### config.mk
export PLATFORM = sky130hd
export DESIGN_NAME = rbt_top
export DESIGN_NICKNAME = d
export VERILOG_FILES = /design/src/rbt_pkg.sv /design/src/rbt_top.sv
export SDC_FILE = /design/constraint.sdc
export NUM_CORES = 1
export LEC_CHECK = 0
export ABC_CLOCK_PERIOD_IN_PS = 2600
export BUFFER_PORTS_ARGS = -buffer_cell sky130_fd_sc_hd__buf_2
export CAP_MARGIN = 25
export CELL_PAD_IN_SITES_DETAIL_PLACEMENT = 1
export CELL_PAD_IN_SITES_GLOBAL_PLACEMENT = 1
export CORE_MARGIN = 2
export CORE_UTILIZATION = 35
export DETAILED_ROUTE_END_ITERATION = 16
export PLACE_DENSITY_LB_ADDON = 0.05
export SLEW_MARGIN = 20
export SYNTH_ARGS = -nofsm -noshare
export SYNTH_HDL_FRONTEND = slang
export SYNTH_SLANG_ARGS = --single-unit
### constraint.sdc
create_clock -name mclk -period 2.6 [get_ports mclk]
set_input_delay 0.78 -clock mclk [delete_from_list [all_inputs] [get_ports mclk]]
set_output_delay 0.78 -clock mclk [all_outputs]
set_load 0.05 [all_outputs]
### src/rbt_pkg.sv
package rbt_pkg;

	localparam int unsigned DATA_W = 8;
	localparam int unsigned FIFO_DEPTH = 2;

	// register byte addresses, word aligned
	localparam logic [7:0] CTRL_OFFSET = 8'h00;
	localparam logic [7:0] STATUS_OFFSET = 8'h04;
	localparam logic [7:0] CAPTURE_OFFSET = 8'h08;

	// status field positions
	localparam int unsigned STATUS_AB_WORD_LSB = 0;
	localparam int unsigned STATUS_BA_WORD_LSB = 8;
	localparam int unsigned STATUS_AB_VALID_BIT = 16;
	localparam int unsigned STATUS_BA_VALID_BIT = 17;
	localparam int unsigned STATUS_COUNT_LSB = 18;
	localparam int unsigned STATUS_OVERFLOW_BIT = 20;

	// capture word field positions
	localparam int unsigned CAPTURE_DATA_LSB = 0;
	localparam int unsigned CAPTURE_SOURCE_BIT = 8;
	localparam int unsigned CAPTURE_VALID_BIT = 31;

	localparam logic [1:0] HTRANS_NONSEQ = 2'h2;
	localparam logic HRESP_OKAY = 1'h0;

	typedef enum logic [1:0] {
		REG_CTRL = 2'b00,
		REG_STATUS = 2'b01,
		REG_CAPTURE = 2'b10,
		REG_NONE = 2'b11
	} rbt_reg_type;

	// control bits, low to high: outputs off, direction, a_to_b select, b_to_a select
	typedef struct packed {
		logic b_to_a_source_select;
		logic a_to_b_source_select;
		logic direction;
		logic outputs_off;
	} rbt_ctrl_type;

	localparam rbt_ctrl_type CTRL_RESET = 4'h1;

	typedef struct packed {
		logic from_b;
		logic [DATA_W-1:0] data;
	} rbt_entry_type;

	typedef struct packed {
		rbt_ctrl_type ctrl;
		logic [DATA_W-1:0] ab_word;
		logic [DATA_W-1:0] ba_word;
		logic ab_valid;
		logic ba_valid;
		logic overflow;
		logic ab_clock_prev;
		logic ba_clock_prev;
		rbt_entry_type [FIFO_DEPTH-1:0] fifo;
		logic wr_ptr;
		logic rd_ptr;
		logic [1:0] count;
		logic dph_write;
		rbt_reg_type dph_reg;
		logic [DATA_W-1:0] port_a_out;
		logic [DATA_W-1:0] port_b_out;
		logic port_a_oe_n;
		logic port_b_oe_n;
		logic capture_ready;
		logic [31:0] hrdata;
		logic hreadyout;
		logic hresp;
	} rbt_state_type;

endpackage

### src/rbt_top.sv
`timescale 1ns/1ps

module rbt_top (
	input wire logic mclk, // system clock, 20 MHz
	input wire logic resetn, // asynchronous reset, active low
	input wire logic hsel, // ahb slave select
	input wire logic [31:0] haddr, // ahb address
	input wire logic [1:0] htrans, // ahb transfer type
	input wire logic hwrite, // ahb write
	input wire logic [2:0] hsize, // ahb size, words only
	input wire logic [31:0] hwdata, // ahb write data
	input wire logic hready, // ahb bus ready
	output logic [31:0] hrdata, // ahb read data
	output logic hreadyout, // ahb slave ready
	output logic hresp, // ahb response
	input wire logic a_to_b_capture_clock, // stores port A on rise
	input wire logic b_to_a_capture_clock, // stores port B on rise
	input wire logic [7:0] port_a_in, // port A pin level
	output logic [7:0] port_a_out, // port A drive value
	output logic port_a_oe_n, // port A driven while low
	input wire logic [7:0] port_b_in, // port B pin level
	output logic [7:0] port_b_out, // port B drive value
	output logic port_b_oe_n, // port B driven while low
	output logic capture_ready // capture buffer has room
);

	logic rst_meta_n_q;
	logic rst_n_q;
	rbt_pkg::rbt_state_type s_q;
	rbt_pkg::rbt_state_type s_d;
	logic cap_ab;
	logic cap_ba;
	logic addr_phase;
	logic pop;
	logic clr_overflow;
	logic set_overflow;
	logic [1:0] cnt;
	logic rp;
	logic wp;
	logic drive_a;
	logic drive_b;
	rbt_pkg::rbt_reg_type addr_reg;
	logic [31:0] rdata;

	function automatic rbt_pkg::rbt_reg_type decode_reg(input logic [31:0] addr);
		rbt_pkg::rbt_reg_type r;
		r = rbt_pkg::REG_NONE;
		if (addr[31:8] == 24'h000000)
		begin
			case (addr[7:0])
				rbt_pkg::CTRL_OFFSET: r = rbt_pkg::REG_CTRL;
				rbt_pkg::STATUS_OFFSET: r = rbt_pkg::REG_STATUS;
				rbt_pkg::CAPTURE_OFFSET: r = rbt_pkg::REG_CAPTURE;
				default: r = rbt_pkg::REG_NONE;
			endcase
		end
		return r;
	endfunction

	// reset leaves through two flops so release is clean on mclk
	always_ff @(posedge mclk or negedge resetn)
	begin
		if (!resetn)
		begin
			rst_meta_n_q <= 1'b0;
			rst_n_q <= 1'b0;
		end
		else
		begin
			rst_meta_n_q <= 1'b1;
			rst_n_q <= rst_meta_n_q;
		end
	end

	always_comb
	begin
		s_d = s_q;
		s_d.ab_clock_prev = a_to_b_capture_clock;
		s_d.ba_clock_prev = b_to_a_capture_clock;
		cap_ab = a_to_b_capture_clock & ~s_q.ab_clock_prev;
		cap_ba = b_to_a_capture_clock & ~s_q.ba_clock_prev;
		if (cap_ab)
		begin
			s_d.ab_word = port_a_in;
			s_d.ab_valid = 1'b1;
		end
		if (cap_ba)
		begin
			s_d.ba_word = port_b_in;
			s_d.ba_valid = 1'b1;
		end

		addr_phase = hsel & htrans[1] & hready;
		addr_reg = decode_reg(haddr);
		s_d.dph_write = addr_phase & hwrite;
		s_d.dph_reg = addr_reg;
		pop = 1'b0;
		rdata = 32'h00000000;
		if (addr_phase && !hwrite)
		begin
			case (addr_reg)
				rbt_pkg::REG_CTRL: rdata = {28'h0000000, s_q.ctrl};
				rbt_pkg::REG_STATUS: rdata = {11'h000, s_q.overflow, s_q.count,
					s_q.ba_valid, s_q.ab_valid, s_q.ba_word, s_q.ab_word};
				rbt_pkg::REG_CAPTURE:
				begin
					if (s_q.count != 2'h0)
					begin
						rdata = {1'b1, 22'h000000, s_q.fifo[s_q.rd_ptr]};
						pop = 1'b1;
					end
				end
				default: rdata = 32'h00000000;
			endcase
		end
		s_d.hrdata = rdata;
		s_d.hreadyout = 1'b1;
		s_d.hresp = rbt_pkg::HRESP_OKAY;

		clr_overflow = 1'b0;
		if (s_q.dph_write)
		begin
			case (s_q.dph_reg)
				rbt_pkg::REG_CTRL: s_d.ctrl = hwdata[3:0];
				rbt_pkg::REG_STATUS: clr_overflow = hwdata[rbt_pkg::STATUS_OVERFLOW_BIT];
				default: clr_overflow = 1'b0;
			endcase
		end

		// pop first so a full buffer drained this cycle still takes a word
		cnt = s_q.count;
		rp = s_q.rd_ptr;
		wp = s_q.wr_ptr;
		set_overflow = 1'b0;
		if (pop)
		begin
			rp = ~rp;
			cnt = cnt - 2'h1;
		end
		if (cap_ab)
		begin
			if (cnt < 2'h2)
			begin
				s_d.fifo[wp] = {1'b0, port_a_in};
				wp = ~wp;
				cnt = cnt + 2'h1;
			end
			else
				set_overflow = 1'b1;
		end
		if (cap_ba)
		begin
			if (cnt < 2'h2)
			begin
				s_d.fifo[wp] = {1'b1, port_b_in};
				wp = ~wp;
				cnt = cnt + 2'h1;
			end
			else
				set_overflow = 1'b1;
		end
		s_d.rd_ptr = rp;
		s_d.wr_ptr = wp;
		s_d.count = cnt;
		s_d.capture_ready = (cnt < 2'h2);
		// a new overflow beats a clear in the same cycle
		s_d.overflow = (s_q.overflow & ~clr_overflow) | set_overflow;

		drive_a = ~s_q.ctrl.outputs_off & ~s_q.ctrl.direction;
		drive_b = ~s_q.ctrl.outputs_off & s_q.ctrl.direction;
		s_d.port_a_oe_n = ~drive_a;
		s_d.port_b_oe_n = ~drive_b;
		s_d.port_a_out = s_q.ctrl.b_to_a_source_select ? s_q.ba_word : port_b_in;
		s_d.port_b_out = s_q.ctrl.a_to_b_source_select ? s_q.ab_word : port_a_in;
	end

	always_ff @(posedge mclk or negedge rst_n_q)
	begin
		if (!rst_n_q)
		begin
			s_q <= '0;
			s_q.ctrl <= rbt_pkg::CTRL_RESET;
			s_q.port_a_oe_n <= 1'b1;
			s_q.port_b_oe_n <= 1'b1;
			s_q.dph_reg <= rbt_pkg::REG_NONE;
			s_q.hreadyout <= 1'b1;
			s_q.capture_ready <= 1'b1;
		end
		else
			s_q <= s_d;
	end

	assign hrdata = s_q.hrdata;
	assign hreadyout = s_q.hreadyout;
	assign hresp = s_q.hresp;
	assign port_a_out = s_q.port_a_out;
	assign port_a_oe_n = s_q.port_a_oe_n;
	assign port_b_out = s_q.port_b_out;
	assign port_b_oe_n = s_q.port_b_oe_n;
	assign capture_ready = s_q.capture_ready;

	a_one_port_driven: assert property (@(posedge mclk) disable iff (!rst_n_q)
		!(!port_a_oe_n && !port_b_oe_n))
		else $error("both ports driven");

	a_isolation_off: assert property (@(posedge mclk) disable iff (!rst_n_q)
		s_q.ctrl.outputs_off |=> (port_a_oe_n && port_b_oe_n))
		else $error("port driven while outputs off");

	a_direction_port: assert property (@(posedge mclk) disable iff (!rst_n_q)
		!s_q.ctrl.outputs_off |=> (port_a_oe_n == $past(s_q.ctrl.direction))
		&& (port_b_oe_n == !$past(s_q.ctrl.direction)))
		else $error("wrong port driven for direction");

	a_ab_capture: assert property (@(posedge mclk) disable iff (!rst_n_q)
		(a_to_b_capture_clock && !s_q.ab_clock_prev) |=> s_q.ab_word == $past(port_a_in)
		&& s_q.ab_valid)
		else $error("port A not captured");

	a_ba_capture: assert property (@(posedge mclk) disable iff (!rst_n_q)
		(b_to_a_capture_clock && !s_q.ba_clock_prev) |=> s_q.ba_word == $past(port_b_in)
		&& s_q.ba_valid)
		else $error("port B not captured");

	a_hold_storage: assert property (@(posedge mclk) disable iff (!rst_n_q)
		!(a_to_b_capture_clock && !s_q.ab_clock_prev) |=> $stable(s_q.ab_word))
		else $error("A to B word changed without edge");

	a_live_to_a: assert property (@(posedge mclk) disable iff (!rst_n_q)
		(!s_q.ctrl.outputs_off && !s_q.ctrl.direction && !s_q.ctrl.b_to_a_source_select)
		|=> !port_a_oe_n && port_a_out == $past(port_b_in))
		else $error("port A not live from B");

	a_stored_to_a: assert property (@(posedge mclk) disable iff (!rst_n_q)
		(!s_q.ctrl.outputs_off && !s_q.ctrl.direction && s_q.ctrl.b_to_a_source_select)
		|=> !port_a_oe_n && port_a_out == $past(s_q.ba_word))
		else $error("port A not from stored word");

	a_live_to_b: assert property (@(posedge mclk) disable iff (!rst_n_q)
		(!s_q.ctrl.outputs_off && s_q.ctrl.direction && !s_q.ctrl.a_to_b_source_select)
		|=> !port_b_oe_n && port_b_out == $past(port_a_in))
		else $error("port B not live from A");

	a_stored_to_b: assert property (@(posedge mclk) disable iff (!rst_n_q)
		(!s_q.ctrl.outputs_off && s_q.ctrl.direction && s_q.ctrl.a_to_b_source_select)
		|=> !port_b_oe_n && port_b_out == $past(s_q.ab_word))
		else $error("port B not from stored word");

	a_dual_capture: assert property (@(posedge mclk) disable iff (!rst_n_q)
		(a_to_b_capture_clock && !s_q.ab_clock_prev && b_to_a_capture_clock
		&& !s_q.ba_clock_prev) |=> s_q.ab_valid && s_q.ba_valid)
		else $error("dual capture missed");

	a_hold_ba_word: assert property (@(posedge mclk) disable iff (!rst_n_q)
		!cap_ba |=> $stable(s_q.ba_word))
		else $error("B to A word changed without edge");

	a_isolation_hold: assert property (@(posedge mclk) disable iff (!rst_n_q)
		(s_q.ctrl.outputs_off && !cap_ab && !cap_ba)
		|=> $stable(s_q.ab_word) && $stable(s_q.ba_word))
		else $error("stored word changed in isolation");

	a_dual_capture_data: assert property (@(posedge mclk) disable iff (!rst_n_q)
		(s_q.ctrl.outputs_off && cap_ab && cap_ba)
		|=> s_q.ab_word == $past(port_a_in) && s_q.ba_word == $past(port_b_in))
		else $error("isolation dual capture wrong");

	a_idle_port_capture: assert property (@(posedge mclk) disable iff (!rst_n_q)
		(!s_q.ctrl.outputs_off && !s_q.ctrl.direction && cap_ba)
		|=> s_q.ba_word == $past(port_b_in))
		else $error("input port B not captured while A driven");

	a_only_a_capture: assert property (@(posedge mclk) disable iff (!rst_n_q)
		(cap_ab && !cap_ba) |=> $stable(s_q.ba_word))
		else $error("B to A word moved on A edge");

	a_only_b_capture: assert property (@(posedge mclk) disable iff (!rst_n_q)
		(cap_ba && !cap_ab) |=> $stable(s_q.ab_word))
		else $error("A to B word moved on B edge");

	// two-bit count must never reach three
	a_queue_bound: assert property (@(posedge mclk) disable iff (!rst_n_q)
		s_q.count <= 2'h2)
		else $error("capture queue count beyond depth");

	a_ready_room: assert property (@(posedge mclk) disable iff (!rst_n_q)
		capture_ready == (s_q.count < 2'h2))
		else $error("capture ready disagrees with queue fill");

	// a dropped word must be visible to software
	a_overflow_full: assert property (@(posedge mclk) disable iff (!rst_n_q)
		(cap_ab && s_q.count == 2'h2 && !pop) |=> s_q.overflow)
		else $error("dropped capture not flagged");

endmodule // rbt_top

==> metrics.yaml <==
synthesis:
  async_flop_share_pct: 100
  synth.area.top_cells: "dfrtp_1 49%, mux2_2 16%, buf_4 8.5%"
  post-synth-top-count-cell: "dfrtp_1"
  yosysTopAreaCell: "dfrtp_1"
  synth_area_um2: 4420
  synth_edf_count: 0
  synth_top_area_share_pct: 49.2
  synth_common_cells: "87 x dfrtp_1, 64 x mux2_2, 56 x nand2_1, 50 x buf_4, 12 x and2_1"
  post_synth.cell_area_avg_um2: 11.5
  ys_seq_area_share_pct: 52.8
  ys.flop_type: "dfrtp_1"
  syn_inst: 386
  synth_warnings: 0
  synth_seq_cells: 93
  synth.distinct_cells: 42
floorplan:
  fp-row-count: 41
  die_h_um: 116
  dieArea_um2: 13600
  io_pins: 145
  dieWidth_um: 116
  coreArea_um2: 12500
  start_util_pct: 35.5
detailed_routing:
  via_count: 3075
  firstDrtPassIters: 4
  drc_errors: 0
  routed_wirelength_um: 11100
  routed_via_density: 4.58
  detail-route-antenna-nets: 0
  avgRoutedWirePerCell_um: 16.5
  drt_iter0_markers: 82
clocking:
  clockBufferDepth: 2
  cts-root-buf: "clkbuf_16"
  holdBufCountCts: 0
  numCtsBuffers: 9
  clk_latency_ns: 0.34
  clk_pin_slew_ns: 0.07
  cts_tree: "done"
  cts.sinks: 93
  htree_levels: 3
critical_path:
  reg2reg_depth: 8
  r2r_end: "s_q[69]$_DFF_PN0_"
  rrSetupSlack_ns: -0.15
  critPathMaxFanout: 9
  path_cells: "buf_6, nand4b_1, or3b_4, o31a_1, or4_4, a211oi_4, buf_12, mux2_4"
  crit_type: "primary input to register"
  critPathMaxStageDelay_ns: 0.48
  cp_slowest_cell: "or4_4"
  end_kind: "register"
  rr_startpoint: "s_q[57]$_DFF_PN0_"
  startpoint: "hwrite"
  worstPathArrival_ns: 3.05
  critPathRequiredTime_ns: 2.82
  critPathLaunchType: "primary input"
power_and_ir_drop:
  ir_drop_v: 0.000311
  p_per_area_nw_per_um2: 700
  p_leak_nw: 2.78
cells_and_area:
  fin_area_um2: 5780
  layout.nets: 590
  layout-drive-gt1-share_pct: 52.6
  area_delta_synth_final_pct: 30.6
  stdcell_count: 672
  utilization_pct: 46.4
  fill_cells: 1381
  diodes: 0
placed_design:
  portBuffers: 101
  dp.cells: 643
  hpwl_um: 7860
  post-place-ws_ns: -0.647
  post_dp_cell_area_um2: 5130
  gp_congestion: 0.771
global_routing:
  grt.total_usage_pct: 16.9
  grt-ovfl-total: 0
  grt_max_degree: 69
  grt_first_pass_wirelength_um: 17200
  antenna_found_initial: 0
  grt_pass1_vias: 3233
sta:
  setup_slack_ns: -0.231
  worst_pin_slew_ns: 0.877
  final.period_utilization_pct: 109
  min_period_ns: 2.83
  hold_viol: 0
  max_freq_mhz: 353
  setup_tns_ns: -3.65
  grt_setup_unrepaired: "true"
  finalSetupViolations: 19
  slew_headroom_pct: 41.4
  slew_violations: 0
  final.setup_skew_ns: 0.00696
status:
  status: "finished with violations"
  violations: "negative setup slack"
job:
  max-cap-violations: 0
hold_path:
  holdCritPathClass: "primary input to asynchronous set/reset pin"
==> logic make-up (layout without fill, tap and decap cells) <==
family	Yosys count	count (layout)	synth area share (%)
XOR/XNOR	3	3	0.594
AO/OA/AOI/OAI	26	26	4.22
buffers and inverters	72	174	10.6
multiplexers	68	68	17.2
flip-flops	93	93	52.8
AND/OR/NAND/NOR	119	120	13.6
other	2	13	0.170
adder cells (fa/ha/maj)	3	3	0.849
==> cells in the final DEF, fill, tap and decap left out, types with 2 or more instances in the layout <==
cell type and n:
nand2b_1 6, dfrtp_1 86, ha_4 2, nand2_2 2
clkbuf_16 9, mux2_2 45, nor3_1 2, buf_4 39
nor2_1 11, o21ai_0 2, nand2_1 54, clkinvlp_4 2
buf_2 95, dfstp_2 6, nor4_2 4, inv_1 8
a22oi_1 8, mux2i_1 4, buf_6 12, conb_1 13
and2_1 12, a21oi_1 7, mux2_4 19, nor2b_1 2
nand4_1 4, nand4_4 2, nand3_1 6, buf_12 2
nor4_4 6
==> sequential cells by signal, summed over array words and instances, names as in the netlist <==
register,count
hrdata,22
port_b_oe_n,1
capture_ready,1
port_a_out,8
rst_meta_n_q,1
s_q,50
port_b_out,8
port_a_oe_n,1
rst_n_q,1
==> worst max path at each step <==
| stage | endpoint | slack [ns] |
|---|---|---|
| final | s_q[69]$_DFF_PN0_ | -0.23 |
| after CTS | s_q[75]$_DFF_PN0_ | -0.20 |
| after floorplan | s_q[69]$_DFF_PN0_ | -0.46 |
| after global routing | s_q[70]$_DFF_PN0_ | -0.27 |
| after global placement | capture_ready$_DFF_PN1_ | -0.59 |
| after detailed placement | capture_ready$_DFF_PN1_ | -0.65 |
==> report_power, final <==
part / total, mW / switching (mW) / internal (mW)
logic: 0.941 / 0.423 / 0.518
registers: 1.76 / 0.112 / 1.65
clock network: 1.34 / 0.563 / 0.774
==> critical path, delay by kind of cell <==
kind                   cells  cell delay (ns)
AOI/OAI and AO/OA          2             0.64
buffers and inverters      2             0.27
muxes                      1             0.31
and+or+nand+nor            3             1.05
==> metrics by stage <==
step           hold slack (ns)  power [mW]
3_3_place_gp             0.244        2.53
3_5_place_dp             0.243        2.56
2_1_floorplan            0.331        2.34
6_report                 0.211        4.04
4_1_cts                  0.197        4.00
5_1_grt                  0.195        4.24
==> cell type report <==
class                   count  area [µm²]  share of cell area, %
clock buffers              11         243                   4.20
well taps                 172         215                   3.72
clock inverters             5        58.8                   1.02
flip-flops and latches     93        2340                   40.5
multi-input cells         233        1930                   33.4
repair buffers            149         958                   16.6
inverters                   9        36.3                  0.628
==> metal layers <==
layer / share of wire, % / track usage (%) / wire, µm / vias to the layer above
met4: 1.3 / 5.71 / 141 / 0
met3: 5.5 / 3.53 / 606 / 12
met2: 47 / 27.4 / 5190 / 81
met1: 47 / 22.7 / 5170 / 1514
met5: 0 / 0 / 0 / -
li1: - / - / - / 1468
==> what timing repair did <==
item                                    in CTS  in global routing
buffers inserted                             6                  7
cloned                                       1                  0
endpoints found under the setup margin      20                 34
pin swaps                                   11                  8
gates resized for setup                     24                 26
(Power assumes the default switching activity.)
